`src/ext_irq_pkg.sv`:
```
// Shared constants, register map and types for the external pin interrupt unit.
package ext_irq_pkg;

  localparam int ADDR_W = 6;
  localparam int DATA_W = 8;

  localparam logic [5:0] ADDR_SENSE_CONTROL  = 6'h10;
  localparam logic [5:0] ADDR_ENABLE_MASK    = 6'h11;
  localparam logic [5:0] ADDR_PC_GROUP0_MASK = 6'h12;
  localparam logic [5:0] ADDR_FLAG_STATUS    = 6'h13;
  localparam logic [5:0] ADDR_PC_GROUP1_MASK = 6'h14;

  localparam int SENSE_SELECT_LOW_BIT  = 0;
  localparam int SENSE_SELECT_HIGH_BIT = 1;
  localparam int EXT_IRQ_ZERO_BIT      = 6;
  localparam int PC_GROUP1_BIT         = 5;
  localparam int PC_GROUP0_BIT         = 4;

  localparam int PIN_CHANGE_COUNT  = 12;
  localparam int PC_GROUP0_WIDTH   = 8;
  localparam int PC_GROUP1_WIDTH   = 4;

  localparam logic [7:0] RESET_REG  = 8'h00;
  localparam logic [7:0] READ_ZERO  = 8'h00;

  typedef logic [1:0] sense_t;
  localparam sense_t SENSE_LOW_LEVEL = 2'h0;
  localparam sense_t SENSE_ANY_CHANGE = 2'h1;
  localparam sense_t SENSE_FALLING    = 2'h2;
  localparam sense_t SENSE_RISING     = 2'h3;

  localparam logic [15:0] VEC_NONE          = 16'h0000;
  localparam logic [15:0] VEC_EXT_IRQ_ZERO  = 16'h0001;
  localparam logic [15:0] VEC_PC_GROUP0     = 16'h0002;
  localparam logic [15:0] VEC_PC_GROUP1     = 16'h0003;

  typedef enum logic [1:0] {SRC_NONE, SRC_EXT, SRC_PC0, SRC_PC1} irq_src_t;

  typedef struct packed {
    logic [5:0] addr;
    logic [7:0] wrData;
    logic       wrEn;
    logic       rdEn;
  } reg_req_t;

endpackage

```
`src/external_pin_interrupts.sv`:
```
// External interrupt pin and pin-change interrupt unit with its registers and vector request.
//
// What this block does
// - Dedicated interrupt requests only with global flag and its enable both set.
// - Sense bits 1:0 select low level, any change, falling or rising edge.
// - Pin is sampled before edge detection; pulses over two clocks are caught.
// - Pin activity requests even when the pin is driven as an output.
// - Enable register bit 6 enables the dedicated pin at its own vector.
// - Enable bit 5 enables group one, inputs 11 to 8, at its vector.
// - Enable bit 4 enables group zero, inputs 7 to 0, at its vector.
// - Group-one mask bits 3:0 enable inputs 11 to 8 with the group enable.
// - Group-zero mask bits 7:0 enable inputs 7 to 0; cleared bit disables.
// - Flag bit 6 sets when an edge or change on the pin triggers.
// - Flags clear on vector entry or by writing one; zero leaves them.
// - In low-level mode the dedicated pin flag always reads as cleared.
// - Flag bit 5 sets on an enabled change of inputs 11 to 8.
// - Flag bit 4 sets on an enabled change of inputs 7 to 0.
// - Reserved bits of enable, flag and group-one mask registers read zero.
// - Vectors are 0x0001 for the pin, 0x0002 group zero, 0x0003 group one.
// - Pin-change detection serves as a wake-up source outside idle.
// - Low level gives wake-up; edges need the running clock.
// - Level mode keeps requesting for as long as the pin stays low.
//
// Strobed register access was left to the implementer.
`timescale 1ns/1ps
`default_nettype none
module external_pin_interrupts
  import ext_irq_pkg::*;
#(
  parameter int VECTOR_WIDTH = 16
) (
  input  wire logic                        clk,
  input  wire logic                        resetn,
  input  wire reg_req_t                    regReq,
  output var  logic [DATA_W-1:0]           rdData,
  input  wire logic                        extIrqPin,
  input  wire logic [PIN_CHANGE_COUNT-1:0] pinChangeInputs,
  input  wire logic                        globalIntEnable,
  input  wire logic                        intAck,
  output var  logic                        intRequest,
  output var  logic [VECTOR_WIDTH-1:0]     intVector,
  output var  logic                        wakeRequest
);

  initial begin
    if (VECTOR_WIDTH < 2 || VECTOR_WIDTH > 16) $error("external_pin_interrupts: VECTOR_WIDTH must be 2 to 16");
  end

  sense_t                       senseMode;
  logic                         extEnable;
  logic                         pcGroup1Enable;
  logic                         pcGroup0Enable;
  logic [PC_GROUP0_WIDTH-1:0]   pcGroup0Mask;
  logic [PC_GROUP1_WIDTH-1:0]   pcGroup1Mask;
  logic                         extFlag;
  logic                         pcGroup1Flag;
  logic                         pcGroup0Flag;
  irq_src_t                     presentedSrc;
  logic                         extLevel;
  logic                         extChanged;
  logic [PIN_CHANGE_COUNT-1:0]  pcChanged;
  logic                         levelMode;
  logic                         extEvent;
  logic                         pc0Event;
  logic                         pc1Event;
  logic                         flagWrite;
  logic                         extPending;
  logic                         pc0Pending;
  logic                         pc1Pending;
  irq_src_t                     next_src;
  logic [DATA_W-1:0]            next_rdData;

  // The pin is read whatever its direction, so driving it as an output triggers too.
  input_sync #(.WIDTH(1)) u_ext_sync (
    .clk     (clk),
    .resetn  (resetn),
    .pinIn   (extIrqPin),
    .level   (extLevel),
    .changed (extChanged)
  );

  input_sync #(.WIDTH(PIN_CHANGE_COUNT)) u_pc_sync (
    .clk     (clk),
    .resetn  (resetn),
    .pinIn   (pinChangeInputs),
    .level   (),
    .changed (pcChanged)
  );

  assign levelMode = (senseMode == SENSE_LOW_LEVEL);
  assign flagWrite = regReq.wrEn && (regReq.addr == ADDR_FLAG_STATUS);

  // Edge selection for the dedicated pin.
  always_comb begin
    case (senseMode)
      SENSE_ANY_CHANGE: extEvent = extChanged;
      SENSE_FALLING:    extEvent = extChanged && !extLevel;
      SENSE_RISING:     extEvent = extChanged && extLevel;
      default:          extEvent = 1'b0;
    endcase
  end

  // An input contributes only with its mask bit and its group enable set.
  assign pc0Event = pcGroup0Enable && |(pcChanged[PC_GROUP0_WIDTH-1:0] & pcGroup0Mask);
  assign pc1Event = pcGroup1Enable && |(pcChanged[PIN_CHANGE_COUNT-1:PC_GROUP0_WIDTH] & pcGroup1Mask);

  // Control registers.
  always_ff @(posedge clk or negedge resetn) begin
    if (!resetn) begin
      senseMode      <= SENSE_LOW_LEVEL;
      extEnable      <= 1'b0;
      pcGroup1Enable <= 1'b0;
      pcGroup0Enable <= 1'b0;
      pcGroup0Mask   <= '0;
      pcGroup1Mask   <= '0;
    end else if (regReq.wrEn) begin
      if (regReq.addr == ADDR_SENSE_CONTROL) begin
        senseMode <= regReq.wrData[SENSE_SELECT_HIGH_BIT:SENSE_SELECT_LOW_BIT];
      end else if (regReq.addr == ADDR_ENABLE_MASK) begin
        extEnable      <= regReq.wrData[EXT_IRQ_ZERO_BIT];
        pcGroup1Enable <= regReq.wrData[PC_GROUP1_BIT];
        pcGroup0Enable <= regReq.wrData[PC_GROUP0_BIT];
      end else if (regReq.addr == ADDR_PC_GROUP0_MASK) begin
        pcGroup0Mask <= regReq.wrData[PC_GROUP0_WIDTH-1:0];
      end else if (regReq.addr == ADDR_PC_GROUP1_MASK) begin
        pcGroup1Mask <= regReq.wrData[PC_GROUP1_WIDTH-1:0];
      end
    end
  end

  // Flags: a new event wins over a clear in the same cycle.
  always_ff @(posedge clk or negedge resetn) begin
    if (!resetn) begin
      extFlag <= 1'b0;
    end else if (levelMode) begin
      extFlag <= 1'b0;
    end else if (extEvent) begin
      extFlag <= 1'b1;
    end else if ((flagWrite && regReq.wrData[EXT_IRQ_ZERO_BIT]) || (intAck && presentedSrc == SRC_EXT)) begin
      extFlag <= 1'b0;
    end
  end

  always_ff @(posedge clk or negedge resetn) begin
    if (!resetn) begin
      pcGroup0Flag <= 1'b0;
    end else if (pc0Event) begin
      pcGroup0Flag <= 1'b1;
    end else if ((flagWrite && regReq.wrData[PC_GROUP0_BIT]) || (intAck && presentedSrc == SRC_PC0)) begin
      pcGroup0Flag <= 1'b0;
    end
  end

  always_ff @(posedge clk or negedge resetn) begin
    if (!resetn) begin
      pcGroup1Flag <= 1'b0;
    end else if (pc1Event) begin
      pcGroup1Flag <= 1'b1;
    end else if ((flagWrite && regReq.wrData[PC_GROUP1_BIT]) || (intAck && presentedSrc == SRC_PC1)) begin
      pcGroup1Flag <= 1'b0;
    end
  end

  // Requests are gated by the global flag and each source's enable.
  assign extPending = globalIntEnable && extEnable && (levelMode ? !extLevel : extFlag);
  assign pc0Pending = globalIntEnable && pcGroup0Enable && pcGroup0Flag;
  assign pc1Pending = globalIntEnable && pcGroup1Enable && pcGroup1Flag;

  // Lowest vector first.
  always_comb begin
    if (extPending) begin
      next_src = SRC_EXT;
    end else if (pc0Pending) begin
      next_src = SRC_PC0;
    end else if (pc1Pending) begin
      next_src = SRC_PC1;
    end else begin
      next_src = SRC_NONE;
    end
  end

  always_ff @(posedge clk or negedge resetn) begin
    if (!resetn) begin
      presentedSrc <= SRC_NONE;
      intRequest   <= 1'b0;
      intVector    <= '0;
    end else begin
      presentedSrc <= next_src;
      intRequest   <= (next_src != SRC_NONE);
      case (next_src)
        SRC_EXT: intVector <= VEC_EXT_IRQ_ZERO[VECTOR_WIDTH-1:0];
        SRC_PC0: intVector <= VEC_PC_GROUP0[VECTOR_WIDTH-1:0];
        SRC_PC1: intVector <= VEC_PC_GROUP1[VECTOR_WIDTH-1:0];
        default: intVector <= VEC_NONE[VECTOR_WIDTH-1:0];
      endcase
    end
  end

  // Wake-up ignores the global flag; a held low level or any pending pin change wakes.
  always_ff @(posedge clk or negedge resetn) begin
    if (!resetn) begin
      wakeRequest <= 1'b0;
    end else begin
      wakeRequest <= (extEnable && levelMode && !extLevel) || (pcGroup0Enable && pcGroup0Flag) ||
                     (pcGroup1Enable && pcGroup1Flag);
    end
  end

  // Register read decode; unmapped addresses and reserved bits read zero.
  always_comb begin
    next_rdData = READ_ZERO;
    if (regReq.addr == ADDR_SENSE_CONTROL) begin
      next_rdData[SENSE_SELECT_HIGH_BIT:SENSE_SELECT_LOW_BIT] = senseMode;
    end else if (regReq.addr == ADDR_ENABLE_MASK) begin
      next_rdData[EXT_IRQ_ZERO_BIT] = extEnable;
      next_rdData[PC_GROUP1_BIT]    = pcGroup1Enable;
      next_rdData[PC_GROUP0_BIT]    = pcGroup0Enable;
    end else if (regReq.addr == ADDR_FLAG_STATUS) begin
      next_rdData[EXT_IRQ_ZERO_BIT] = extFlag && !levelMode;
      next_rdData[PC_GROUP1_BIT]    = pcGroup1Flag;
      next_rdData[PC_GROUP0_BIT]    = pcGroup0Flag;
    end else if (regReq.addr == ADDR_PC_GROUP0_MASK) begin
      next_rdData[PC_GROUP0_WIDTH-1:0] = pcGroup0Mask;
    end else if (regReq.addr == ADDR_PC_GROUP1_MASK) begin
      next_rdData[PC_GROUP1_WIDTH-1:0] = pcGroup1Mask;
    end
  end

  // Read data stand only in the cycle after the read strobe.
  always_ff @(posedge clk or negedge resetn) begin
    if (!resetn) begin
      rdData <= READ_ZERO;
    end else begin
      rdData <= regReq.rdEn ? next_rdData : READ_ZERO;
    end
  end
endmodule
`default_nettype wire

```
`src/input_sync.sv`:
```
// Three-stage pin synchroniser with a settled level and a one-cycle change pulse.
`timescale 1ns/1ps
`default_nettype none
module input_sync #(
  parameter int WIDTH = 1
) (
  input  wire logic             clk,
  input  wire logic             resetn,
  input  wire logic [WIDTH-1:0] pinIn,
  output var  logic [WIDTH-1:0] level,
  output var  logic [WIDTH-1:0] changed
);

  logic [WIDTH-1:0] stage1;
  logic [WIDTH-1:0] stage2;
  logic [WIDTH-1:0] stage3;

  initial begin
    if (WIDTH < 1) $error("input_sync: WIDTH must be at least 1");
  end

  always_ff @(posedge clk or negedge resetn) begin
    if (!resetn) begin
      stage1 <= '0;
      stage2 <= '0;
      stage3 <= '0;
    end else begin
      stage1 <= pinIn;
      stage2 <= stage1;
      stage3 <= stage2;
    end
  end

  // A new level is accepted only once the second and third stages agree.
  genvar i;
  generate
    for (i = 0; i < WIDTH; i++) begin : g_bit
      always_ff @(posedge clk or negedge resetn) begin
        if (!resetn) begin
          level[i]   <= 1'b0;
          changed[i] <= 1'b0;
        end else begin
          changed[i] <= (stage2[i] == stage3[i]) && (stage3[i] != level[i]);
          if (stage2[i] == stage3[i]) begin
            level[i] <= stage3[i];
          end
        end
      end
    end
  endgenerate

endmodule
`default_nettype wire

```
`config.mk`:
```
export PLATFORM = sky130hd
export DESIGN_NAME = external_pin_interrupts
export DESIGN_NICKNAME = d
export VERILOG_FILES = /design/src/ext_irq_pkg.sv /design/src/external_pin_interrupts.sv /design/src/input_sync.sv
export SDC_FILE = /design/constraint.sdc
export NUM_CORES = 1
export LEC_CHECK = 0
export ABC_AREA = 1
export BUFFER_PORTS_ARGS = -buffer_cell sky130_fd_sc_hd__buf_2
export CAP_MARGIN = 20
export CORE_AREA = 8 8 71 120
export DETAILED_ROUTE_END_ITERATION = 10
export DIE_AREA = 0 0 79 128
export GPL_TIMING_DRIVEN = 0
export PLACE_DENSITY_LB_ADDON = 0.2
export SETUP_SLACK_MARGIN = 0.1
export SLEW_MARGIN = 25
export SYNTH_ARGS = -nofsm -noshare
export SYNTH_HDL_FRONTEND = slang
export SYNTH_SLANG_ARGS = --single-unit
```
`constraint.sdc`:
```
create_clock -name clk -period 1.2 [get_ports clk]
set_input_delay 0.12 -clock clk [delete_from_list [all_inputs] [get_ports clk]]
set_output_delay 0.12 -clock clk [all_outputs]
set_load 0.005 [all_outputs]
```
; Yosys cells after proc, flatten, opt, wreduce, memory -nomap -nowiden
; Index checks and enable logic that the tools add are counted.
[word_totals]
wordCells = 169
register_bits = 113
out_inout_bits = 26
[op_classes]
reduce_logical = 53
muxes = 25
n_eq_ne = 40
bitwise_logic = 5
[ops]
columns = cell, count
row1 = $logic_and A1 B1 Y1, 35
row2 = $eq A6 B5 Y1 const B, 5
row3 = $mux W4, 5
row4 = $eq A1 B1 Y1, 13
row5 = $ne A1 B1 Y1, 13
row6 = $eq A2 B2 Y1 const B, 6
row7 = $mux W1, 10
row8 = $and A8 B8 Y8, 1
row9 = $mux W2, 4
row10 = $mux W8, 1
row11 = $reduce_or A8 Y1, 1
row12 = $eq A2 B1 Y1 const B, 3
row13 = $mux W3, 2
row14 = $mux W6, 1
row15 = $pmux W2 S3, 1
row16 = $reduce_bool A2 Y1, 3
row17 = $logic_or A1 B1 Y1, 5
row18 = $reduce_and A5 Y1, 1
row19 = $and A4 B4 Y4, 1
row20 = $reduce_and A4 Y1, 1
row21 = $reduce_or A4 Y1, 1
row22 = $not A1 Y1, 3
row23 = $pmux W1 S3, 1
row24 = $reduce_and A3 Y1, 1
row25 = 4 further kinds, 5

; Depth between registers and ports, before layout
; Gate-level depths: netlist (run 1).
[logic_depth]
word_depth = 7
ltp_mapped = 9
mapped_depth_nobuf = 8

; Modules after synthesis
; Synthesis (run 1) repeated with hierarchy kept, for this count alone.
[hier_totals]
hier_cells = 452
hier_area_um2 = 4028.9
[modules_own_cells]
columns = mod, instances, cells_each, seq_area_each_um2, area_each_um2
row1 = input_sync at u_pc_sync, 1, 204, 1501.4, 2057.0
row2 = external_pin_interrupts, 1, 231, 825.8, 1798.0
row3 = input_sync at u_ext_sync, 1, 17, 125.1, 173.9

; Least setup slack after synthesis (run 1)
; OpenSTA, ideal clock, no wires.
[synth_path]
path_type = reg-to-reg
from = register senseMode[0]
to = register intVector[0]
path_buffers = 0
synth_period_minus_slack_ps = 973
required_ps = 1135
path_slack_ps = 227
setup_time_ps = 65
stages_incl_launch_ff = 7
t_arrival_ps = 907
cell_sequence = dfrtp_1 -> nor2_1 -> nor2_1 -> inv_1 -> o21ai_0 -> nand2_1 -> nand2_1
[synth_via]
elab_chain_len = 6
word_cells_on_any_way = 8
classes_between = 3 x eq/ne / 3 x mux / 2 x reduce/logical
[synth_lines]
columns = item, line_no
row1 = start: declaration, external_pin_interrupts.sv:49  ; sense_t senseMode;
row2 = start signal: assignment, external_pin_interrupts.sv:118  ; senseMode <= regReq.wrData[SENSE_SELECT_HIGH_BIT:SENSE_SELECT_LOW_BIT];
row3 = $logic_not A2 Y1 *, external_pin_interrupts.sv:90  ; assign levelMode = (senseMode == SENSE_LOW_LEVEL);
row4 = $mux W1 *, external_pin_interrupts.sv:165  ; assign extPending = globalIntEnable && extEnable && (levelMode ? !extLevel : extFlag);
row5 = $logic_and A1 B1 Y1 *, external_pin_interrupts.sv:165
row6 = $mux W2 *, external_pin_interrupts.sv:171  ; if (extPending) begin
row7 = net next_src[0], external_pin_interrupts.sv:70  ; irq_src_t next_src;
row8 = $eq A2 B2 Y1 or $eq A2 B1 Y1 (tied branches), external_pin_interrupts.sv:190  ; case (next_src)
row9 = $pmux W2 S3 *, external_pin_interrupts.sv:190
row10 = end signal: assignment, external_pin_interrupts.sv:191  ; SRC_EXT: intVector <= VEC_EXT_IRQ_ZERO[VECTOR_WIDTH-1:0];
row11 = end signal: assignment, external_pin_interrupts.sv:192  ; SRC_PC0: intVector <= VEC_PC_GROUP0[VECTOR_WIDTH-1:0];
row12 = end signal: assignment, external_pin_interrupts.sv:193  ; SRC_PC1: intVector <= VEC_PC_GROUP1[VECTOR_WIDTH-1:0];
row13 = end: declaration, external_pin_interrupts.sv:41  ; output var logic [VECTOR_WIDTH-1:0] intVector,
; The timed path passes the listed nets; every way through them passes the cells marked *.
; A chain may end at the register's enable or synchronous reset.

; Worst setup path in the final report (run 1)
[layout_path]
from = register senseMode[1]
to = register intVector[0]
; The elaborated chain is that of the path after synthesis.

==> results.json, run 1 <==
{
  "routed_via_density": 4.924,
  "synth_xor_xnor_area_share": 0,
  "grt_util_met2": 0.2601,
  "use_met1": 0.1507,
  "routedWlPerCell_um": 13.19,
  "synthTopCellsByArea": "dfrtp_1 66%, nand2_1 8.8%, nand3_1 3.8%",
  "whs_ps": 29.84,
  "gp_congestion": 0.8431,
  "power_density_mw_per_mm2": 1612,
  "rsz0062_at_grt": "true",
  "relSlewSlack": 0.6403,
  "rows": 41,
  "synth_ff_type": "dfrtp_1",
  "grt_max_degree": 55,
  "synth-compound-area-share": 0.06630,
  "synth.area.mux_share": 0,
  "multiInputGateArea_sq_mm": 0.001060,
  "core-area_sq_mm": 0.006977,
  "fmax_mhz": 959.7,
  "synth_cell_types": 24,
  "num-nets-final": 479,
  "worstSkewPairLatency_ps": 340,
  "synth-adder-area-share": 0,
  "cp_top_family": "flip-flops",
  "crit_path_max_incr_delay_ps": 430,
  "route.detailed.drc": 0,
  "cap_violations": 0,
  "hold_violations": 0,
  "grt_first_pass_wirelength_um": 11950,
  "die_w_um": 79,
  "syn_to_final_growth_pct": 24.07,
  "yosys.area_share.simple": 0.2037,
  "final_antenna_net_count": 0,
  "synth_edf_count": 0,
  "antenna_found_initial": 0,
  "critPathKind": "flop to flop",
  "grt_use_met3": 0.04635,
  "syn-cell-area_sq_mm": 0.003680,
  "dieArea_sq_mm": 0.01011,
  "post-place-ws_ps": 3.233,
  "n_fill_cell": 590,
  "finalCritPeriodShare": 0.8683,
  "clock-sinks": 97,
  "required_ps": 1470,
  "vias": 2639,
  "top_usage_layer": "met2",
  "drt_iter0_drc": 147,
  "synth.avg_cell_area_sq_um": 10.22,
  "start_util": 0.5274,
  "critPathLaunchType": "flop",
  "die_h_um": 128,
  "synth.most_common_cell": "dfrtp_1",
  "min_period_ps": 1042,
  "antenna_cells_inserted": 0,
  "synth.ff_latch_count": 97,
  "cp_common_cell": "nand2_1",
  "design_power_total_mw": 7.359,
  "portBuffers": 44,
  "finalMaxSlewViolations": 0,
  "synth_top_family_by_area": "simple AND/OR/NAND/NOR gates",
  "slowest_stage": "dfrtp_2",
  "seq_area_sq_mm": 0.002430,
  "ys_top_cells_by_count": "97 x dfrtp_1, 86 x nand2_1, 34 x nor2_1, 33 x inv_1, 28 x nand3_1",
  "dp_hpwl_um": 5107,
  "clock_path_buffers": 2,
  "cp.arrival_ps": 1320,
  "hold_path_class": "input pin to flop",
  "final_layout_size_suffix_gt1_frac": 0.2200,
  "wl_um": 7069,
  "tightestPinTransition_ps": 539.6,
  "syn_inst": 360,
  "cts_made_buffers": 9,
  "endpoint_kind": "flop",
  "firstDrtPassIters": 7,
  "grt_pass1_vias": 2755,
  "cts_root_buf": "clkbuf_16",
  "finClkSkew_ps": 4.944,
  "synth_top_cell_area_share": 0.6596,
  "yosys.area.top_type": "dfrtp_1",
  "setup_violations": 0,
  "ir_worst_vdd_mv": 1.308,
  "boundaryPins": 59,
  "p_leak_nw": 2.355,
  "outcome": "finished, final reports clean",
  "fin_util": 0.6544,
  "cp_cell_sequence": "nor2_4, nor2_2, inv_1, o21ai_2, nand2_1, nand2_1",
  "grt_usage": 0.1538,
  "crit_fanout": 3,
  "critPathBufInv": 1,
  "grt_remaining_overflow": 0,
  "yosysWarnings": 0,
  "cts_htree_levels": 3,
  "cts_tree": "yes",
  "synthArstFlopShare": 1.000,
  "fin_ws_ps": 158.0,
  "clk_pin_slew_ps": 60,
  "seq_area_frac_synth": 0.6596
}
cell families (layout without fill, tap and decap cells):
logic type      count (synthesis)  in the layout
compound gates                 44             44
buf+inv                        50            127
flops                          97             97
other cells                     1             14
simple gates                  168            168
worst register-to-register path: stages (launching register included):
cell,delay [ps]
dfrtp_2,430
nor2_4,60
nor2_2,140
inv_1,80
o21ai_2,120
nand2_1,80
nand2_1,60
repair_timing:
item	in CTS	in global routing
gates cloned	0	0
pin swaps	0	2
hold buffers	14	0
setup endpoints to repair	3	4
gates resized for setup	3	4
endpoints found under the hold margin	56	0
buffers inserted	0	3
layout make-up:
class / count / share of cell area
Timing Repair Buffer: 62 / 0.09126
Sequential cell: 97 / 0.5322
Buffer: 17 / 0.02877
Inverter: 33 / 0.02713
Tap cell: 86 / 0.02357
Clock inverter: 3 / 0.008770
Multi-Input combinational cell: 226 / 0.2321
Clock buffer: 12 / 0.05618
registers in the layout, indices dropped and copies added, names as in the netlist, 2 cells and up:
signal and cells:
u_pc_sync.changed 12, u_pc_sync.level 12, u_pc_sync.stage1 12, u_pc_sync.stage2 12, u_pc_sync.stage3 12, pcGroup0Mask 8
rdData 8, pcGroup1Mask 4, senseMode 2
path summary, 6_finish.rpt:
path / from / endpoint / slack [ps] / cells after the start
worst max-delay path: senseMode[1] / intVector[0] / 160 / 6
worst min-delay path: regReq[5] / pcGroup1Mask[3] / 30 / 3
worst max register to register: senseMode[1] / intVector[0] / 160 / 6
worst min register to register: u_pc_sync.stage1[9] / u_pc_sync.stage2[9] / 350 / 0
max in group asynchronous: resetn / u_pc_sync.stage2[6] / 350 / 3
min in group asynchronous: resetn / intVector[0] / 260 / 2
stage by stage:
| stage | area (sq um) | std cells | TNS [ps] |
|---|---|---|---|
| floorplan | 3729 | 373 | 0 |
| global placement | 4056 | 503 | -84200 |
| detailed placement | 4090 | 504 | 0 |
| CTS | 4529 | 533 | 0 |
| global route | 4566 | 536 | 0 |
| finish | 4566 | 536 | 0 |
cells in the final DEF (no fill, tap or decap), types with 2 or more instances in the layout:
cell type and n:
dfrtp_1 95, nand2_1 86, buf_2 43, inv_1 33, nor2_1 32, nand3_1 28
a21oi_1 27, buf_4 17, conb_1 14, dlygate4sd3_1 14, o21ai_0 9, clkbuf_16 9
nand4_1 6, nor2_4 5, nor2_2 4, nand2_2 3, buf_6 3, o21ai_2 3
a22o_1 2, clkbuf_8 2, clkinv_2 2, dfrtp_2 2
layer usage:
| metal | wire length (um) | vias to the layer above |
|---|---|---|
| li1 | - | 1293 |
| met1 | 2631 | 1240 |
| met3 | 393 | 26 |
| met4 | 392 | 0 |
| met2 | 3651 | 80 |
| met5 | 0 | - |
power by group:
part	switching [mW]	total, mW	internal (mW)
combinational	0.419	0.740	0.321
clock	1.12	2.83	1.71
sequential	0.193	3.78	3.59
total	1.74	7.36	5.62
Note: power is estimated with default switching activity, not from simulation.
==> run 2, diff against run 1 <==
--- a/config.mk
+++ b/config.mk
@@ -11,7 +11,7 @@
 export CORE_AREA = 8 8 71 120
 export DETAILED_ROUTE_END_ITERATION = 10
 export DIE_AREA = 0 0 79 128
-export GPL_TIMING_DRIVEN = 0
+export GPL_TIMING_DRIVEN = 1
 export PLACE_DENSITY_LB_ADDON = 0.2
 export SETUP_SLACK_MARGIN = 0.1
 export SLEW_MARGIN = 25
==> run 2 against run 1 <==
Against the previous run:
- total power up 4.3%
- critical path type unchanged
- final cell count down 1.9%
- maximum frequency down 1.9%
- sequential cell count unchanged
- critical path depth up 1
- non-clock buffer count down 11
- sequential share of layout area up 0.40 points
- first-iteration DRC count down 8.8%
- hold slack worse by 3.7 ps
- die area unchanged
- global-route usage about the same
==> results.json, run 2 (synthesis results as in run 1) <==
{
  "critPathKind": "flop to flop",
  "die_w_um": 79,
  "portBuffers": 44,
  "crit_fanout": 2,
  "tns_ps": 0,
  "num-nets-final": 468,
  "dp_hpwl_um": 5278,
  "route.detailed.drc": 0,
  "n_fill_cell": 578,
  "endpoint_kind": "flop",
  "worstSkewPairLatency_ps": 340,
  "clock_path_buffers": 2,
  "layout_commonest_cell": "dfrtp_1",
  "design_power_total_mw": 7.678,
  "cp_cell_sequence": "nor2_4, nor2_2, buf_4, nand3_1, nand3_1, nand2_1, inv_1",
  "cts_root_buf": "clkbuf_16",
  "cap_violations": 0,
  "critPathLaunchType": "flop",
  "cts_tree": "yes",
  "die_h_um": 128,
  "routed_via_density": 4.949,
  "antenna_found_initial": 0,
  "syn_to_final_growth_pct": 23.02,
  "rsz0062_at_grt": "true",
  "finalCritPeriodShare": 0.8852,
  "firstDrtPassIters": 5,
  "wl_um": 7142,
  "start_util": 0.5274,
  "cp_top_family": "flip-flops",
  "routedWlPerCell_um": 13.58,
  "grt_pass1_vias": 2728,
  "clock-sinks": 97,
  "fmax_mhz": 941.4,
  "grt_remaining_overflow": 0,
  "grt_first_pass_wirelength_um": 11920,
  "cts_made_buffers": 9,
  "required_ps": 1440,
  "antenna_cells_inserted": 0,
  "ir_worst_vdd_mv": 1.737,
  "grt_max_degree": 34,
  "postCtsSetupBuffers": 0,
  "hold_path_class": "input pin to flop",
  "boundaryPins": 59,
  "cp_common_cell": "nand3_1",
  "dieArea_sq_mm": 0.01011,
  "drt_iter0_drc": 134,
  "gp_congestion": 0.9134,
  "p_leak_nw": 2.316,
  "critPathBufInv": 2,
  "slowest_stage": "dfrtp_1",
  "final_cell_mix": "97 x dfrtp_1, 86 x nand2_1, 43 x buf_2, 33 x inv_1, 32 x nor2_1",
  "vias": 2603,
  "finalMaxSlewViolations": 0,
  "power_density_mw_per_mm2": 1696,
  "outcome": "finished, final reports clean",
  "cp.arrival_ps": 1300,
  "final_layout_size_suffix_gt1_frac": 0.1955,
  "setup_violations": 0,
  "min_period_ps": 1062,
  "grt_usage": 0.1536,
  "crit_path_max_incr_delay_ps": 410,
  "finClkSkew_ps": 3.936,
  "rows": 41,
  "final_antenna_net_count": 0,
  "hold_violations": 0,
  "core-area_sq_mm": 0.006977,
  "cts_htree_levels": 3,
  "clk_pin_slew_ps": 60
}
run 2: where the power goes:
part	total [mW]	switching (mW)	internal (mW)
clock network	3.18	1.14	2.04
registers	3.77	0.180	3.59
logic	0.732	0.432	0.300
total	7.68	1.75	5.92
run 2: worst paths after layout:
path,from,to,slack [ps],depth (start not counted)
setup / recovery,senseMode[1],rdData[6],140,7
hold reg to reg,u_pc_sync.stage1[4],u_pc_sync.stage2[4],350,0
max in group asynchronous,resetn,u_pc_sync.level[10],500,3
min in group asynchronous,resetn,intVector[0],220,2
setup reg to reg,senseMode[1],rdData[6],140,7
hold / removal,globalIntEnable,intVector[0],30,3
run 2: worst reg2reg max path, stage by stage, from the launching register on:
cell,delay (ps)
dfrtp_1,410
nor2_4,150
nor2_2,50
buf_4,120
nand3_1,70
nand3_1,70
nand2_1,60
inv_1,30
run 2: repair_timing:
| action | 4_1_cts | 5_1_grt |
|---|---|---|
| endpoints found under the hold margin | 110 | 0 |
| pin swaps | 0 | 0 |
| resized for setup | 1 | 3 |
| cloned | 0 | 0 |
| endpoints found under the setup margin | 1 | 4 |
| hold buffers | 14 | 0 |
run 2: layout make-up:
cell class / count / area, sq um / share of cell area
clock inverter: 5 / 103.9 / 0.02294
inverter: 33 / 123.9 / 0.02736
timing repair buffer: 68 / 475.5 / 0.1050
multi-input combinational: 226 / 1056 / 0.2333
tap: 86 / 107.6 / 0.02377
clock buffer: 11 / 232.7 / 0.05141
sequential: 97 / 2427 / 0.5362
run 2: layer usage:
| layer | share of wire | global-route usage | routed length [um] |
|---|---|---|---|
| met4 | 0.053 | 0.1328 | 382 |
| met5 | 0 | 0 | 0 |
| met1 | 0.36 | 0.1537 | 2602 |
| met3 | 0.055 | 0.03792 | 391 |
| met2 | 0.53 | 0.2562 | 3765 |
run 2: through the flow:
stage / util / worst slack [ps] / std cells / hold WS (ps) / instance area, sq um
6_report: 0.6489 / 137.7 / 526 / 26.17 / 4527
4_1_cts: 0.6478 / 123.1 / 526 / 13.18 / 4519
3_5_place_dp: 0.5791 / 41.91 / 496 / 38.73 / 4040
5_1_grt: 0.6489 / 67.66 / 526 / 53.39 / 4527
2_1_floorplan: - / 227.4 / 373 / -175.6 / 3729
3_3_place_gp: 0.5791 / 93.51 / 496 / 38.55 / 4040
==> run 3, diff against run 2 <==
--- a/config.mk
+++ b/config.mk
@@ -9,11 +9,12 @@
 export BUFFER_PORTS_ARGS = -buffer_cell sky130_fd_sc_hd__buf_2
 export CAP_MARGIN = 20
 export CORE_AREA = 8 8 71 120
+export CTS_CLUSTER_SIZE = 14
 export DETAILED_ROUTE_END_ITERATION = 10
 export DIE_AREA = 0 0 79 128
 export GPL_TIMING_DRIVEN = 1
 export PLACE_DENSITY_LB_ADDON = 0.2
-export SETUP_SLACK_MARGIN = 0.1
+export SETUP_SLACK_MARGIN = 0.4
 export SLEW_MARGIN = 25
 export SYNTH_ARGS = -nofsm -noshare
 export SYNTH_HDL_FRONTEND = slang
==> run 3 against run 2 <==
Against the previous run:
- the flow now finishes with violations (negative hold slack)
- highest routed layer unchanged
- largest cell class unchanged
- die area stayed put
- hold slack worse by 320 ps
- critical path depth is 1 lower
==> results.json, run 3 (synthesis results as in run 1) <==
{
  "power_density_mw_per_mm2": 1574,
  "placed_area_sq_mm": 0.004058,
  "endpoint_kind": "flop",
  "cts_tree": "yes",
  "worstSkewPairLatency_ps": 330,
  "grt_max_degree": 43,
  "critPathKind": "flop to flop",
  "clk_pin_slew_ps": 60,
  "p_leak_nw": 2.408,
  "cts_root_buf": "clkbuf_16",
  "antenna_cells_inserted": 0,
  "cap_violations": 0,
  "routed_via_density": 5.086,
  "final_layout_size_suffix_gt1_frac": 0.3237,
  "rsz0062_at_grt": "true",
  "num-nets-final": 480,
  "fmax_mhz": 942.6,
  "final_cell_mix": "96 x dfrtp_1, 75 x nand2_1, 42 x buf_2, 27 x inv_1, 27 x a21oi_1",
  "dieArea_sq_mm": 0.01011,
  "wl_um": 7329,
  "violations": "negative hold slack",
  "timing.rr.end": "intVector[0]",
  "setup_violations": 0,
  "critPathLaunchType": "flop",
  "dp_hpwl_um": 5121,
  "grt_first_pass_wirelength_um": 11920,
  "finalCritPeriodShare": 0.8841,
  "crit_fanout": 2,
  "min_period_ps": 1061,
  "finClkSkew_ps": 7.704,
  "grt_pass1_vias": 2831,
  "hold_buffers": 13,
  "rr_startpoint": "senseMode[1]",
  "antenna_found_initial": 0,
  "hold_violations": 26,
  "core-area_sq_mm": 0.006977,
  "r2r_cells": 6,
  "firstDrtPassIters": 4,
  "drt_iter0_drc": 153,
  "syn_to_final_growth_pct": 28.83,
  "route.detailed.drc": 0,
  "cts_htree_levels": 3,
  "clock_path_buffers": 2,
  "required_ps": 1420,
  "ir_worst_vdd_mv": 1.300,
  "routedWlPerCell_um": 13.65,
  "n_fill_cell": 539,
  "stdcell_count": 537,
  "dp.cells": 496,
  "clock-sinks": 97,
  "rows": 41,
  "die_h_um": 128,
  "vias": 2731,
  "layout_commonest_cell": "dfrtp_1",
  "r2r_setup_slack_ps": 140,
  "cts_made_buffers": 9,
  "hold_path_class": "input pin to asynchronous set/reset pin",
  "design_power_total_mw": 7.463,
  "final_antenna_net_count": 0,
  "final_area_sq_mm": 0.004741,
  "boundaryPins": 59,
  "grt_remaining_overflow": 0,
  "gp_congestion": 0.9257,
  "whs_ps": -294.0,
  "start_util": 0.5274,
  "finalMaxSlewViolations": 0,
  "portBuffers": 44,
  "cp.arrival_ps": 1280,
  "tns_ps": 0,
  "outcome": "finished, violations left",
  "die_w_um": 79,
  "grt_usage": 0.1533
}
## run 3: cell types whose count changed in the layout (fill, tap and decap cells not counted), sizes merged
cell,previous run,this run
buf,54,66
bufinv,3,1
clkbuf,11,13
dlygate4sd3,14,13
## run 3: area by class of cell
class / count / area (sq um) / area share
timing repair buffer: 80 / 559.3 / 0.1180
clock inverter: 3 / 40.04 / 0.008445
inverter: 33 / 136.4 / 0.02877
clock buffer: 12 / 256.5 / 0.05410
sequential: 97 / 2429 / 0.5123
multi-input combinational: 226 / 1212 / 0.2557
tap: 86 / 107.6 / 0.02270
## run 3: critical path: stages, from the launching register on
cell and delay (ps):
dfrtp_1 420, nor2_4 200, nor2_4 60, inv_2 70, o21ai_2 60, nand2_1 70, nand2_1 60
## run 3: power by group
| part | internal, mW | switching [mW] |
|---|---|---|
| clock | 1.71 | 1.08 |
| combinational | 0.381 | 0.501 |
| sequential | 3.59 | 0.198 |
## run 3: per-stage QoR
step                worst slack [ps]    util
floorplan                      281.1       -
global placement               81.42  0.5816
detailed placement             54.46  0.5816
CTS                            194.2  0.6548
global route                   73.56  0.6795
finish                         139.1  0.6795
## run 3: how the worst max path moves through the flow
| stage | from | end | slack [ps] | cells after the start |
|---|---|---|---|---|
| 2_1_floorplan | senseMode[1] | intRequest | 280 | 6 |
| 5_1_grt | senseMode[1] | intVector[0] | 70 | 6 |
| 3_3_place_gp | senseMode[1] | intVector[0] | 80 | 6 |
| 4_1_cts | u_pc_sync.changed[11] | pcGroup1Flag | 190 | 3 |
| 6_report | senseMode[1] | intVector[0] | 140 | 6 |
| 3_5_place_dp | regReq[14] | pcGroup0Mask[7] | 50 | 8 |
## run 3: per-layer routing
layer  part of all wire  GRT usage
met5                  0          0
met4              0.071     0.1273
met3              0.070    0.05267
met2               0.50     0.2479
met1               0.36     0.1532
## run 3: timing repair
item,4_1_cts,5_1_grt
setup buffers,6,7
endpoints found under the setup margin,25,53
gates cloned,0,0
pin swaps,8,12
hold endpoints to repair,39,26
gates resized for setup,15,39
